## config.mk

```make
export PLATFORM = sky130hd
export DESIGN_NAME = mic_ctrl
export DESIGN_NICKNAME = d
export VERILOG_FILES = /design/src/design/mic_pkg.sv /design/src/design/mic_edge_det.sv /design/src/design/mic_prio_enc.sv /design/src/design/mic_ctrl.sv
export SDC_FILE = /design/constraint.sdc
export NUM_CORES = 1
export LEC_CHECK = 0
export BUFFER_PORTS_ARGS = -buffer_cell sky130_fd_sc_hd__buf_2
export CORE_ASPECT_RATIO = 1.1
export CORE_UTILIZATION = 45
export CTS_CLUSTER_DIAMETER = 60
export CTS_CLUSTER_SIZE = 30
export DETAILED_ROUTE_END_ITERATION = 12
export PLACE_DENSITY = 0.68
export SLEW_MARGIN = 30
export SYNTH_ARGS = -nofsm -noshare
export SYNTH_HDL_FRONTEND = slang
export SYNTH_HIERARCHICAL = 1
export SYNTH_SLANG_ARGS = --single-unit
export TNS_END_PERCENT = 10
```

## constraint.sdc

```tcl
create_clock -name mclk -period 4.75 [get_ports mclk]
set_clock_uncertainty 0.05 [all_clocks]
set_input_delay 0.95 -clock mclk [delete_from_list [all_inputs] [get_ports mclk]]
set_output_delay 0.95 -clock mclk [all_outputs]
set_load 0.005 [all_outputs]
```

## src/design/mic_pkg.sv

```systemverilog
// Shared constants and carrier types of the interrupt controller
package mic_pkg;
  // ----------------------------------------
  // Register byte addresses
  // ----------------------------------------
  localparam logic [7:0] OFS_EN_HIGH = 8'h00;
  localparam logic [7:0] OFS_EN_MID = 8'h04;
  localparam logic [7:0] OFS_EN_LOW = 8'h08;
  localparam logic [7:0] OFS_RQ_HIGH = 8'h0c;
  localparam logic [7:0] OFS_RQ_MID = 8'h10;
  localparam logic [7:0] OFS_RQ_LOW = 8'h14;
  localparam logic [7:0] OFS_PF_HIGH = 8'h18;
  localparam logic [7:0] OFS_PF_LOW = 8'h1c;
  localparam logic [7:0] OFS_STATUS = 8'h20;
  localparam logic [7:0] OFS_KEY_EN = 8'h24;
  localparam logic [7:0] OFS_SEQ = 8'h28;
  localparam logic [7:0] OFS_EDGE_SEL = 8'hfc;
  // ----------------------------------------
  // Field positions and reset values
  // ----------------------------------------
  localparam int ST_IE = 2;   // Master enable in status word
  localparam int ST_BRK = 4;  // Break flag in status word
  localparam logic [7:0] RST_BYTE = 8'h00;
  localparam logic [23:0] RST_FLAGS = 24'h000000;
  localparam logic [1:0] RESP_OKAY = 2'b00;
  localparam logic [1:0] RESP_SLVERR = 2'b10;
  // Source bits: {high,mid,low}; higher bit wins arbitration
  localparam int SRC_KS = 23;
  localparam int SRC_EXT0 = 22;
  localparam int SRC_EXT1 = 21;
  localparam int SRC_EXT2 = 20;
  localparam int SRC_RX0 = 19;
  localparam int SRC_TX0 = 18;
  localparam int SRC_RX1 = 17;
  localparam int SRC_TX1 = 16;
  localparam int SRC_T0 = 15;
  localparam int SRC_T1 = 14;
  localparam int SRC_T2 = 13;
  localparam int SRC_T3 = 12;
  localparam int SRC_CG = 11;
  localparam int SRC_ADC = 10;
  localparam int SRC_BIT = 9;
  localparam int SRC_WDT = 8;
  localparam int SRC_WT = 7;
  localparam logic [23:0] SRC_MASK = 24'hffff80;
  localparam logic [23:0] EDGE_SRC = 24'h700000;
  // Edge select codes per pin
  localparam logic [1:0] EDGE_OFF = 2'b00;
  localparam logic [1:0] EDGE_FALL = 2'b01;
  localparam logic [1:0] EDGE_RISE = 2'b10;
  localparam logic [1:0] EDGE_BOTH = 2'b11;
  // Acceptance takes 8 periods of the 8 ns clock
  localparam int ACC_NS = 64;
  localparam int CLK_NS = 8;
  localparam int ACC_CYC = ACC_NS / CLK_NS;
  // Break shares the table-call-zero entry; value arbitrary
  localparam logic [15:0] VEC_BRK = 16'hffde;
  localparam logic [15:0] VEC_NONE = 16'hffde;

  // ----------------------------------------
  // Carrier types
  // ----------------------------------------
  typedef struct packed {
    logic push;       // One byte onto the stack
    logic [7:0] data; // Byte pushed
  } mic_stack_s;
  typedef struct packed {
    logic load;        // Program counter load pulse
    logic [15:0] addr; // Vector entry
  } mic_pc_s;

  // Vector table by source bit
  function automatic logic [15:0] micVector(input logic [4:0] src);
    unique case (src)
      5'd23: micVector = 16'hfffc;
      5'd22: micVector = 16'hfffa;
      5'd21: micVector = 16'hfff8;
      5'd20: micVector = 16'hfff6;
      5'd19: micVector = 16'hfff4;
      5'd18: micVector = 16'hfff2;
      5'd17, 5'd16: micVector = 16'hfff0;
      5'd15: micVector = 16'hffee;
      5'd14: micVector = 16'hffec;
      5'd13: micVector = 16'hffea;
      5'd12: micVector = 16'hffe8;
      5'd11: micVector = 16'hffe6;
      5'd10: micVector = 16'hffe4;
      5'd9: micVector = 16'hffe2;
      5'd8: micVector = 16'hffe0;
      default: micVector = VEC_NONE;
    endcase
  endfunction : micVector
endpackage : mic_pkg

```

## src/design/mic_edge_det.sv

```systemverilog
// External pin synchroniser with selectable edge detection
`timescale 1ns/1ps
module mic_edge_det
  import mic_pkg::*;
(
  input wire logic mclk,     // System clock
  input wire logic sys_rst,  // Synchronous reset
  input wire logic pin,      // Asynchronous pin
  input wire logic [1:0] sel, // Edge select code
  output logic hit           // One-cycle edge event
);
  // ----------------------------------------
  // Synchroniser and history
  // ----------------------------------------
  logic meta_q; // First stage, read only by second
  logic sync_q; // Second stage
  logic last_q; // Previous synced level

  // Two flops before logic, third keeps history
  always_ff @(posedge mclk) begin
    if (sys_rst) begin
      meta_q <= 1'b1;
      sync_q <= 1'b1;
      last_q <= 1'b1;
    end else begin
      meta_q <= pin;
      sync_q <= meta_q;
      last_q <= sync_q;
    end
  end

  // Edge qualification by select code
  always_comb begin
    unique case (sel)
      EDGE_FALL: hit = last_q & ~sync_q;
      EDGE_RISE: hit = ~last_q & sync_q;
      EDGE_BOTH: hit = last_q ^ sync_q;
      default: hit = 1'b0;
    endcase
  end
endmodule : mic_edge_det

```

## src/design/mic_prio_enc.sv

```systemverilog
// Fixed-priority encoder over the request vector
`timescale 1ns/1ps
module mic_prio_enc (
  input wire logic [23:0] cand, // Eligible requests
  output logic found,           // Any eligible
  output logic [4:0] idx        // Winning bit
);
  // Later iterations overwrite: highest bit wins, ties by bit order
  always_comb begin
    found = 1'b0;
    idx = 5'd0;
    for (int i = 0; i < 24; i++) begin
      if (cand[i]) begin
        found = 1'b1;
        idx = 5'(i);
      end
    end
  end
endmodule : mic_prio_enc

```

## src/design/mic_ctrl.sv

```systemverilog
// Interrupt controller top: flags, arbitration, acceptance, AXI4-Lite
//
// The AXI4-Lite register port is this design's own decision.
`timescale 1ns/1ps

module mic_ctrl
  import mic_pkg::*;
(
  input wire logic mclk,               // System clock
  input wire logic sys_rst,            // Synchronous reset
  input wire logic [2:0] extPin,       // External interrupt pins
  input wire logic [7:0] keyPin,       // Key scan pins
  input wire logic serial0RxDone,      // Serial 0 receive done
  input wire logic serial0TxDone,      // Serial 0 transmit done
  input wire logic serial1RxDone,      // Serial 1 receive done
  input wire logic serial1TxDone,      // Serial 1 transmit done
  input wire logic [3:0] timerMatch,   // Timer a..d compare match
  input wire logic carrierGenEvent,    // Carrier generator event
  input wire logic converterDone,      // Conversion finished
  input wire logic intervalOverflow,   // Interval timer overflow
  input wire logic watchdogMatch,      // Watchdog match
  input wire logic watchdogResetSelect, // Watchdog acts as reset
  input wire logic watchTick,          // Watch timer interval
  input wire logic instrDone,          // Core instruction boundary
  input wire logic [15:0] retAddr,     // Return address to save
  input wire logic softwareBreak,      // Break instruction pulse
  input wire logic enableIntrInstr,    // Enable instruction pulse
  input wire logic returnFromInt,      // Return instruction pulse
  input wire logic [7:0] poppedStatus, // Status word from stack
  output mic_stack_s stackOut,         // Stack push strobe
  output mic_pc_s pcOut,               // Program counter load
  output logic spDec,                  // Stack pointer decrement
  output logic accBusy,                // Acceptance in progress
  output logic [7:0] statusWord,       // Status word
  input wire logic [7:0] s_axi_awaddr, // Write address
  input wire logic s_axi_awvalid,      // Write address valid
  output logic s_axi_awready,          // Write address ready
  input wire logic [31:0] s_axi_wdata, // Write data
  input wire logic [3:0] s_axi_wstrb,  // Write strobes
  input wire logic s_axi_wvalid,       // Write data valid
  output logic s_axi_wready,           // Write data ready
  output logic [1:0] s_axi_bresp,      // Write response
  output logic s_axi_bvalid,           // Write response valid
  input wire logic s_axi_bready,       // Write response ready
  input wire logic [7:0] s_axi_araddr, // Read address
  input wire logic s_axi_arvalid,      // Read address valid
  output logic s_axi_arready,          // Read address ready
  output logic [31:0] s_axi_rdata,     // Read data
  output logic [1:0] s_axi_rresp,      // Read response
  output logic s_axi_rvalid,           // Read data valid
  input wire logic s_axi_rready        // Read data ready
);
  // ----------------------------------------
  // Acceptance states
  // ----------------------------------------
  typedef enum logic [8:0] {
    S_IDLE = 9'b000000001,
    S_SNAP = 9'b000000010,
    S_CLRIE = 9'b000000100,
    S_CLRRQ = 9'b000001000,
    S_PSHH = 9'b000010000,
    S_PSHL = 9'b000100000,
    S_PSHP = 9'b001000000,
    S_FETCH = 9'b010000000,
    S_LOAD = 9'b100000000
  } mic_state_e;

  mic_state_e state_q; // Sequence state
  mic_state_e state_d; // Next state
  logic [23:0] en_q; // Enable bits
  logic [23:0] rq_q; // Request flags
  logic [23:0] pf_q; // Pending flags
  logic [7:0] edge_q; // Edge select
  logic [7:0] key_en_q; // Key scan enables
  logic [7:0] st_q; // Status word
  logic brk_q; // Break awaiting service
  logic brk_sel_q; // Break chosen this round
  logic [4:0] win_q; // Accepted source bit
  logic [15:0] ret_q; // Captured return address
  logic [2:0] acc_cnt_q; // Cycle count of sequence
  logic [2:0] extHit; // Pin edge events
  logic [7:0] key_m_q; // Key sync stage one
  logic [7:0] key_s_q; // Key sync stage two
  logic [23:0] srcSet; // Hardware set this cycle
  logic [23:0] cand; // Eligible for acceptance
  logic found; // Any eligible
  logic [4:0] idx; // Winner bit
  logic [7:0] awaddr_q; // Latched write address
  logic [31:0] wdata_q; // Latched write data
  logic wstrb0_q; // Low lane strobe
  logic wrDo; // Register write this cycle
  logic wrHit; // Write address mapped

  // ----------------------------------------
  // Source capture and arbitration
  // ----------------------------------------
  for (genvar g = 0; g < 3; g++) begin : g_ext
    mic_edge_det u_edge (.mclk(mclk), .sys_rst(sys_rst), .pin(extPin[g]), .sel(edge_q[2*g+1 -: 2]),
      .hit(extHit[g]));
  end

  // Key pins cross in via two flops
  always_ff @(posedge mclk) begin
    if (sys_rst) begin
      key_m_q <= 8'hff;
      key_s_q <= 8'hff;
    end else begin
      key_m_q <= keyPin;
      key_s_q <= key_m_q;
    end
  end

  // Set terms, independent of en_q but key term gated by key_en_q; order follows the source bit layout
  assign srcSet = {|(~key_s_q & key_en_q), extHit[0], extHit[1], extHit[2],
    serial0RxDone, serial0TxDone, serial1RxDone, serial1TxDone,
    timerMatch[0], timerMatch[1], timerMatch[2], timerMatch[3], carrierGenEvent,
    converterDone, intervalOverflow,
    // Watchdog in reset mode raises no interrupt
    watchdogMatch & ~watchdogResetSelect, watchTick, 7'h00};

  // Only enabled sources with master enable compete
  assign cand = st_q[ST_IE] ? (rq_q & en_q & SRC_MASK) : RST_FLAGS;
  mic_prio_enc u_prio (.cand(cand), .found(found), .idx(idx));

  // ----------------------------------------
  // Acceptance sequence
  // ----------------------------------------
  // Starts only on an instruction boundary
  always_comb begin
    state_d = state_q;
    unique case (state_q)
      S_IDLE: if (instrDone && (found || brk_q)) state_d = S_SNAP;
      S_SNAP: state_d = S_CLRIE;
      S_CLRIE: state_d = S_CLRRQ;
      S_CLRRQ: state_d = S_PSHH;
      S_PSHH: state_d = S_PSHL;
      S_PSHL: state_d = S_PSHP;
      S_PSHP: state_d = S_FETCH;
      S_FETCH: state_d = S_LOAD;
      S_LOAD: state_d = S_IDLE;
      default: state_d = S_IDLE;
    endcase
  end

  // State register
  always_ff @(posedge mclk) begin
    if (sys_rst) state_q <= S_IDLE;
    else state_q <= state_d;
  end

  // Winner snapshot; break only when nothing maskable waits
  always_ff @(posedge mclk) begin
    if (sys_rst) begin
      win_q <= 5'd0;
      brk_sel_q <= 1'b0;
      ret_q <= 16'h0000;
      acc_cnt_q <= 3'd0;
    end else if (state_q == S_IDLE && state_d == S_SNAP) begin
      win_q <= idx;
      brk_sel_q <= ~found;
      ret_q <= retAddr;
      acc_cnt_q <= 3'd0;
    end else if (state_q != S_IDLE) begin
      acc_cnt_q <= acc_cnt_q + 3'd1;
    end
  end

  // Break request waits here until serviced
  always_ff @(posedge mclk) begin
    if (sys_rst) brk_q <= 1'b0;
    else if (softwareBreak) brk_q <= 1'b1;
    else if (state_q == S_CLRRQ && brk_sel_q) brk_q <= 1'b0;
  end

  // Stack pushes: high, low, then status word
  always_ff @(posedge mclk) begin
    if (sys_rst) begin
      stackOut <= '0;
      spDec <= 1'b0;
    end else begin
      stackOut.push <= state_q inside {S_PSHH, S_PSHL, S_PSHP};
      spDec <= state_q inside {S_PSHH, S_PSHL, S_PSHP};
      unique case (state_q)
        S_PSHH: stackOut.data <= ret_q[15:8];
        S_PSHL: stackOut.data <= ret_q[7:0];
        S_PSHP: stackOut.data <= st_q;
        default: stackOut.data <= stackOut.data;
      endcase
    end
  end

  // Vector load ends the sequence; the handler runs next
  always_ff @(posedge mclk) begin
    if (sys_rst) begin
      pcOut <= '0;
      accBusy <= 1'b0;
    end else begin
      pcOut.load <= (state_q == S_LOAD);
      if (state_q == S_FETCH) pcOut.addr <= brk_sel_q ? VEC_BRK : micVector(win_q);
      accBusy <= (state_d != S_IDLE);
    end
  end

  // Status word: sequence clears master enable first; return restores all
  always_ff @(posedge mclk) begin
    if (sys_rst) st_q <= RST_BYTE;
    else if (state_q == S_CLRIE) begin
      st_q[ST_IE] <= 1'b0;
      st_q[ST_BRK] <= brk_sel_q;
    end else if (returnFromInt) st_q <= poppedStatus;
    else if (enableIntrInstr) st_q[ST_IE] <= 1'b1;
    else if (wrDo && awaddr_q == OFS_STATUS) st_q <= wdata_q[7:0];
  end
  assign statusWord = st_q;

  // ----------------------------------------
  // Flags
  // ----------------------------------------
  // Request flags hold until written, or accepted for edge sources only; set wins
  always_ff @(posedge mclk) begin
    logic [23:0] nxt;
    nxt = rq_q;
    if (sys_rst) begin
      rq_q <= RST_FLAGS;
    end else begin
      if (state_q == S_CLRRQ && !brk_sel_q && EDGE_SRC[win_q]) nxt[win_q] = 1'b0;
      if (wrDo && awaddr_q == OFS_RQ_HIGH) nxt[23:16] = wdata_q[7:0];
      if (wrDo && awaddr_q == OFS_RQ_MID) nxt[15:8] = wdata_q[7:0];
      if (wrDo && awaddr_q == OFS_RQ_LOW) nxt[7:0] = wdata_q[7:0];
      rq_q <= (nxt | srcSet) & SRC_MASK;
    end
  end

  // Pending flags: sticky, cleared only by software; bit 7 has no write byte and only reset clears it
  always_ff @(posedge mclk) begin
    logic [23:0] nxt;
    nxt = pf_q;
    if (sys_rst) begin
      pf_q <= RST_FLAGS;
    end else begin
      if (wrDo && awaddr_q == OFS_PF_HIGH) nxt[23:16] = wdata_q[7:0];
      if (wrDo && awaddr_q == OFS_PF_LOW) nxt[15:8] = wdata_q[7:0];
      pf_q <= (nxt | (rq_q & en_q)) & SRC_MASK;
    end
  end

  // Configuration registers
  always_ff @(posedge mclk) begin
    if (sys_rst) begin
      en_q <= RST_FLAGS;
      edge_q <= RST_BYTE;
      key_en_q <= RST_BYTE;
    end else if (wrDo) begin
      unique case (awaddr_q)
        OFS_EN_HIGH: en_q[23:16] <= wdata_q[7:0];
        OFS_EN_MID: en_q[15:8] <= wdata_q[7:0];
        OFS_EN_LOW: en_q[7:0] <= wdata_q[7:0] & SRC_MASK[7:0];
        OFS_EDGE_SEL: edge_q <= wdata_q[7:0];
        OFS_KEY_EN: key_en_q <= wdata_q[7:0];
        default: ;
      endcase
    end
  end

  // ----------------------------------------
  // AXI4-Lite slave
  // ----------------------------------------
  // Address and data are taken in either order; one at a time
  assign wrHit = awaddr_q inside {OFS_EN_HIGH, OFS_EN_MID, OFS_EN_LOW, OFS_RQ_HIGH,
    OFS_RQ_MID, OFS_RQ_LOW, OFS_PF_HIGH, OFS_PF_LOW, OFS_STATUS, OFS_KEY_EN, OFS_EDGE_SEL};
  assign wrDo = ~s_axi_awready & ~s_axi_wready & ~s_axi_bvalid & wstrb0_q & wrHit;

  always_ff @(posedge mclk) begin
    if (sys_rst) begin
      s_axi_awready <= 1'b1;
      s_axi_wready <= 1'b1;
      s_axi_bvalid <= 1'b0;
      s_axi_bresp <= RESP_OKAY;
      awaddr_q <= 8'h00;
      wdata_q <= 32'h00000000;
      wstrb0_q <= 1'b0;
    end else begin
      if (s_axi_awvalid && s_axi_awready) begin
        awaddr_q <= {s_axi_awaddr[7:2], 2'b00};
        s_axi_awready <= 1'b0;
      end
      if (s_axi_wvalid && s_axi_wready) begin
        wdata_q <= s_axi_wdata;
        wstrb0_q <= s_axi_wstrb[0];
        s_axi_wready <= 1'b0;
      end
      if (!s_axi_awready && !s_axi_wready && !s_axi_bvalid) begin
        s_axi_bvalid <= 1'b1;
        s_axi_bresp <= wrHit ? RESP_OKAY : RESP_SLVERR;
      end
      if (s_axi_bvalid && s_axi_bready) begin
        s_axi_bvalid <= 1'b0;
        s_axi_awready <= 1'b1;
        s_axi_wready <= 1'b1;
      end
    end
  end

  // Read mux; the sequence register shows the controller's own state
  function automatic logic [31:0] readMux(input logic [7:0] a);
    unique case (a)
      OFS_EN_HIGH: readMux = {24'h000000, en_q[23:16]};
      OFS_EN_MID: readMux = {24'h000000, en_q[15:8]};
      OFS_EN_LOW: readMux = {24'h000000, en_q[7:0]};
      OFS_RQ_HIGH: readMux = {24'h000000, rq_q[23:16]};
      OFS_RQ_MID: readMux = {24'h000000, rq_q[15:8]};
      OFS_RQ_LOW: readMux = {24'h000000, rq_q[7:0]};
      OFS_PF_HIGH: readMux = {24'h000000, pf_q[23:16]};
      OFS_PF_LOW: readMux = {24'h000000, pf_q[15:8]};
      OFS_STATUS: readMux = {24'h000000, st_q};
      OFS_KEY_EN: readMux = {24'h000000, key_en_q};
      OFS_SEQ: readMux = {12'h000, state_q, brk_q, brk_sel_q, acc_cnt_q, win_q, accBusy};
      OFS_EDGE_SEL: readMux = {24'h000000, edge_q};
      default: readMux = 32'h00000000;
    endcase
  endfunction : readMux

  always_ff @(posedge mclk) begin
    if (sys_rst) begin
      s_axi_arready <= 1'b1;
      s_axi_rvalid <= 1'b0;
      s_axi_rdata <= 32'h00000000;
      s_axi_rresp <= RESP_OKAY;
    end else if (s_axi_arvalid && s_axi_arready) begin
      s_axi_arready <= 1'b0;
      s_axi_rvalid <= 1'b1;
      s_axi_rdata <= readMux({s_axi_araddr[7:2], 2'b00});
      s_axi_rresp <= ({s_axi_araddr[7:2], 2'b00} inside {OFS_EN_HIGH, OFS_EN_MID, OFS_EN_LOW,
        OFS_RQ_HIGH, OFS_RQ_MID, OFS_RQ_LOW, OFS_PF_HIGH, OFS_PF_LOW, OFS_STATUS,
        OFS_KEY_EN, OFS_SEQ, OFS_EDGE_SEL}) ? RESP_OKAY : RESP_SLVERR;
    end else if (s_axi_rvalid && s_axi_rready) begin
      s_axi_rvalid <= 1'b0;
      s_axi_arready <= 1'b1;
    end
  end
endmodule : mic_ctrl

```

### Word-level counts from Yosys, hierarchy flattened

Memory sizes are Yosys's and may differ from the RTL's. A register that Yosys moved wholly into a read port is not among the register bits.
Cells that the tools add are included.

| operators by class | value |
|---|---|
| add/subtract/negate cells | 1 |
| multiply operators | 0 |
| div/mod/pow operators | 0 |
| magnitude comparators | 2 |
| equal/unequal tests | 44 |
| shift-type cells | 0 |
| multiplexer cells | 88 |
| bitwise logic cells | 33 |
| reduce and logical (&&, ||, !) cells | 45 |

Operator list:

| cell | count |
|---|---|
| 20-bit case mux with 12 select lines | 1 |
| 8-bit 2-to-1 mux | 12 |
| 9-bit case mux with 8 select lines | 1 |
| 5-bit 2-to-1 mux | 13 |
| 24-bit bitwise AND | 2 |
| 6-bit by 3-bit equality test with 1-bit output (second input constant) | 8 |
| 24-bit 2-to-1 mux | 2 |
| 24-bit bitwise OR | 2 |
| 1-bit 2-to-1 mux | 35 |
| 4-bit 2-to-1 mux | 8 |
| 6-bit by 4-bit equality test with 1-bit output (second input constant) | 5 |
| 6-bit by 2-bit equality test with 1-bit output (second input constant) | 4 |
| 24-bit inverter | 1 |
| 8-bit case mux with 3 select lines | 1 |
| 1-bit logical AND | 19 |
| 9-bit by 2-bit equality test with 1-bit output (second input constant) | 2 |
| 9-bit by 1-bit != test with 1-bit output (second input constant) | 2 |
| 16-bit 2-to-1 mux | 1 |
| 2-bit equality test (second input constant) | 6 |
| 6-bit by 1-bit equality test with 1-bit output (second input constant) | 2 |
| 6-bit equality test (second input constant) | 2 |
| 3-bit 2-to-1 mux | 4 |
| 1-bit inverter | 12 |
| 2-bit AND reduction | 6 |
| 33 further kinds | 62 |

| word-level totals | value |
|---|---|
| bits in registers | 232 |
| bits in latches | 0 |
| RAM bits | 0 |
| ROM bits | 192 |
| bits of input ports | 112 |
| output and inout bits | 77 |
| word-level logic and storage cells | 260 |
| memories | 2 |

Memory list:

| name | depth | bits a word | read ports | clocked after memory_dff | write ports | RTL line | text |
|---|---|---|---|---|---|---|---|
| (name not given) | 32 | 5 | 1 | 1 | 0 | mic_pkg.sv:74 | `unique case (src)` |
| (name not given) | 32 | 1 | 1 | 1 | 0 | mic_ctrl.sv:226 | `if (state_q == S_CLRRQ && !brk_sel_q && EDGE_SRC[win_q]) nxt[win_q] = 1'b0;` |

### Longest topological paths before layout

| logic depth | value |
|---|---|
| depth after elaboration | 34 |
| gate-level depth with buffers | 15 |
| depth with buffers taken out | 13 |

### Modules after synthesis

The synthesis kept the hierarchy.

Modules (own cells, without submodules):

| module | instances | cells an instance | area each (sq um) | seq. area each (sq um) |
|---|---|---|---|---|
| mic_ctrl | 1 | 1007 | 8509.4 | 3803.6 |
| mic_edge_det | 3 | 15 | 137.6 | 60.1 |
| mic_prio_enc | 1 | 45 | 256.5 | 0.0 |

### Least setup slack after synthesis

OpenSTA, ideal clock, no wires.

| timing path | value |
|---|---|
| kind | register to register |
| from | register st_q[2] (netlist: statusWord[2]) |
| to | register (tool-made name) |
| setup time | 0.122 ns |
| data arrival time | 3.243 ns |
| required time | 4.578 ns |
| slack | 1.335 ns |
| cell stages (with the launch flop) | 15 |
| path buffers | 2 |
| clock period less this slack | 3.415 ns |
| cell sequence | dfxtp_1 > clkbuf_1 > clkbuf_1 > and3_1 > nor4_2 > nand3_2 > or4_1 > o21a_1 > nand4_2 > nand2_1 > a21oi_1 > inv_1 > ha_1 > mux2i_1 > o32a_1 |

RTL lines:

| what | RTL line | text |
|---|---|---|
| from (decl) | mic_ctrl.sv:75 | `logic [7:0] st_q;` |
| from (signal, indexed assignment) | mic_ctrl.sv:209 | `st_q[ST_BRK] <= brk_sel_q;` |
| from (signal assigned) | mic_ctrl.sv:210 | `end else if (returnFromInt) st_q <= poppedStatus;` |
| from (signal assigned) | mic_ctrl.sv:212 | `else if (wrDo && awaddr_q == OFS_STATUS) st_q <= wdata_q[7:0];` |

==> impl_metrics.yaml <==
global_route:
  grt_max_degree: 94
  grt_first_pass_wirelength_mm: 40.3
  grt_antenna_before_repair: 0
  grt_overflow: 0
  grt_pass1_vias: 7400
  grt_usage_pct: 25.0
clock_network:
  post_cts_resized: 0
  clk_pin_slew_worst_paths_ns: 0.07
  clock-sinks: 199
  cts_tree: "yes"
  cts_hold_buf: 0
  post_cts_buffers: 0
  cts_buffers: 17
  root_buffer: "clkbuf_16"
  clockBufferDepth: 2
  clk_latency_ns: 0.44
  htreeDepth: 4
logic_synthesis:
  syn_inst: 1097
  ys_seq_area_share_pct: 43.4
  synth_edf_count: 0
  synth.cell_area_sq_mm: 0.00918
  post_synth.cell_area_avg_sq_um: 8.37
  ys_types: 66
  postSynth.asyncResetShare_pct: 0
  synth_flop_cell: "dfxtp_1"
  yosys_warnings: 6
  yosys_register_bits: 199
route:
  drt_first_pass_iters: 9
  remaining_drc_errors: 26
  wl_per_cell_microns: 18.1
  drt_iter0_drc: 694
  num_vias: 8474
  antenna_left: 0
  routed_via_density: 5.79
  drt-total-wl_mm: 26.5
critical_path:
  critPathRequiredTime_ns: 5.03
  r2r_start: "statusWord[2]"
  regToRegSetupSlack_ns: 0.75
  max_stage_delay_ns: 0.63
  worst_ep_arrival_time_ns: 4.28
  critPathLaunchType: "flip-flop"
  path_common_cell: "nand2_1"
  reg2reg_depth: 13
  cp-end-kind: "flip-flop"
  cpMaxStageDelayCell: "or4_1"
  crit_fanout: 15
  path_cells: "buf_4 -> and3_1 -> nor4_1 -> nand2_1 -> or4_1 -> o21a_1 -> nand4_2 -> nand2_1 -> a21oi_1 -> inv_1 -> ha_1 -> mux2i_1 -> o32a_1"
  worstSetupPathType: "flip-flop to flip-flop"
flow_run:
  maxCapViolCount: 0
power:
  power_w: 0.00358
  p_leak_nw: 4.34
  power.density_mw_per_mm2: 340
  ir_drop_mv: 0.326
floorplanning:
  die_x_microns: 138
  die_area_sq_mm: 0.0210
  start_util_pct: 46.1
  core_area_sq_mm: 0.0199
  die_h_microns: 152
  ios: 189
  core.rowCount: 54
sta:
  min_period_over_period_pct: 84.2
  tns_ns: 0
  slew_headroom_pct: 34.4
  rsz0062_at_grt: "no"
  hold_viol_final: 0
  finalSetupViolations: 0
  min_period_ns: 4.00
  fmax_ghz: 0.250
  tightest_slew_ns: 0.980
  final-max-slew-violation-count: 0
  layout_setup_ws_ns: 0.749
placed_design:
  numPortBuffers: 142
  place_congestion: 0.942
  hpwl_mm: 18.7
  dp_cells: 1432
  preCtsSetupSlack_ns: 0.848
finish:
  finalNetCount: 1321
  drive_above_1_share_pct: 18.8
  fin_cells: 1464
  antenna_cells: 0
  areaGrowthSynthToFinish_pct: 14.8
status:
  outcome: "finished with violations"
  violations: "DRC"
worst_hold_path:
  hp-start: "key_m_q[4]"
  whs_path_depth: 1
  hp-class: "flip-flop to flip-flop"
  worstHoldEndpoint: "key_s_q[4]"
## worst max path at each step
stage	slack, ns	to	startpoint	depth (start not counted)
2_1_floorplan	1.33	flip-flop	statusWord[2]	14
3_3_place_gp	0.90	flip-flop	statusWord[2]	13
3_5_place_dp	0.85	flip-flop	statusWord[2]	13
4_1_cts	0.82	flip-flop	statusWord[2]	13
5_1_grt	0.53	flip-flop	statusWord[2]	13
6_report	0.75	flip-flop	statusWord[2]	13
## cells in the mapped netlist, types with 8 or more instances
| library cell | n | area, sq um |
|---|---|---|
| ha_1 | 10 | 125 |
| nor2b_1 | 20 | 125 |
| a221oi_1 | 21 | 184 |
| buf_4 | 25 | 188 |
| o21ai_0 | 27 | 135 |
| nand3_1 | 38 | 190 |
| o211ai_1 | 12 | 90.1 |
| a21oi_1 | 118 | 591 |
| a22o_1 | 14 | 123 |
| nor2_1 | 94 | 353 |
| a22oi_1 | 26 | 195 |
| mux2i_1 | 53 | 531 |
| inv_1 | 36 | 135 |
| a311oi_1 | 14 | 123 |
| clkbuf_1 | 60 | 225 |
| or2_2 | 27 | 169 |
| nand4_1 | 9 | 56.3 |
| a211oi_1 | 8 | 60.1 |
| dfxtp_1 | 199 | 3980 |
| and3_1 | 23 | 144 |
| nand2_1 | 132 | 495 |
| nand2b_1 | 14 | 87.6 |
| nor3_1 | 16 | 80.1 |
## metal layers
layer | routed length, microns | GRT usage [%] | vias to the layer above | part of all wire (%)
met3 | 1970 | 5.06 | 47 | 7.4
met2 | 12500 | 40.9 | 385 | 47
li1 | - | - | 4048 | -
met1 | 11200 | 32.3 | 3994 | 42
met5 | 0 | 0 | - | 0
met4 | 760 | 10.1 | 0 | 2.9
## through the flow
stage | hold slack, ns | utilization (%) | instance area, sq um
5_1_grt | 0.375 | 52.9 | 10500
4_1_cts | 0.361 | 52.9 | 10500
6_report | 0.360 | 52.9 | 10500
3_5_place_dp | 0.343 | 49.8 | 9930
2_1_floorplan | 0.339 | - | 9290
3_3_place_gp | 0.344 | 49.8 | 9930
## placed cells by master (no fill, tap or decap), types with 3 or more instances in the layout
cell / synthesis / routed
nor2b_1: 20 / 20
mux2i_1: 53 / 53
buf_4: 25 / 8
o211ai_1: 12 / 12
nand2b_1: 14 / 14
and2_1: 6 / 6
or2_2: 27 / 27
a31oi_1: 5 / 5
o311ai_0: 5 / 5
nor3_1: 16 / 16
a311oi_1: 14 / 14
clkbuf_16: 0 / 17
nor4b_1: 6 / 6
o22ai_1: 3 / 3
a21oi_1: 118 / 118
conb_1: 1 / 31
nand2_1: 132 / 131
nor3b_1: 3 / 3
nor2_1: 94 / 94
a211oi_1: 8 / 8
or3_1: 3 / 3
ha_1: 10 / 10
nand3b_1: 3 / 3
a22oi_1: 26 / 26
nand4_1: 9 / 9
o21ai_0: 27 / 27
inv_1: 36 / 36
a22o_1: 14 / 14
and3_1: 23 / 23
buf_2: 6 / 141
nand3_1: 38 / 38
dfxtp_1: 199 / 199
o21bai_1: 3 / 3
nor3b_2: 3 / 3
a221oi_1: 21 / 21
inv_6: 0 / 5
clkinv_4: 0 / 3
o21ai_1: 6 / 6
nor4_1: 7 / 7
## power by group
| group | internal, W | switching, W |
|---|---|---|
| Sequential | 0.00172 | 0.0000711 |
| Clock | 0.000800 | 0.000700 |
| Combinational | 0.000114 | 0.000173 |
| Total | 0.00264 | 0.000944 |
## cells by family (layout without fill, tap and decap cells)
logic type,count (synthesis),count (layout),synth area share [%]
flip-flops,199,199,43.4
multiplexers,54,54,5.90
AO/OA/AOI/OAI,276,276,19.2
buffers and inverters,133,218,6.54
AND/OR/NAND/NOR,421,421,23.2
adder cells (fa/ha/maj),10,10,1.36
XOR/XNOR,3,3,0.286
other,1,31,0.0409
## critical path: cells and delay by family, from the launching register on
| family | cells | cell delay, ns |
|---|---|---|
| buffers and inverters | 2 | 0.31 |
| adder cells (fa/ha/maj) | 1 | 0.29 |
| flip-flops | 1 | 0.40 |
| AO/OA/AOI/OAI | 3 | 0.88 |
| AND/OR/NAND/NOR | 6 | 1.88 |
| multiplexers | 1 | 0.07 |
## state kept, by name (all words and copies together), names as in the netlist, 5 cells and up, named ones only
signal       cells
pf_q            16
ret_q           16
key_s_q          8
en_q            17
awaddr_q         6
state_q          9
s_axi_rdata     20
rq_q            17
wdata_q          8
stackOut         8
pcOut            7
win_q            5
key_m_q          8
key_en_q         8
edge_q           8
statusWord       8
## final cells by class
type | instances | area, sq um
clock buffer | 18 | 429
clock inverter | 14 | 181
fill | 1911 | 9390
inverter | 36 | 135
multi-input combinational | 795 | 4710
sequential | 199 | 3980
tap | 252 | 315
timing repair buffer | 150 | 786
(Power assumes the default switching activity.)
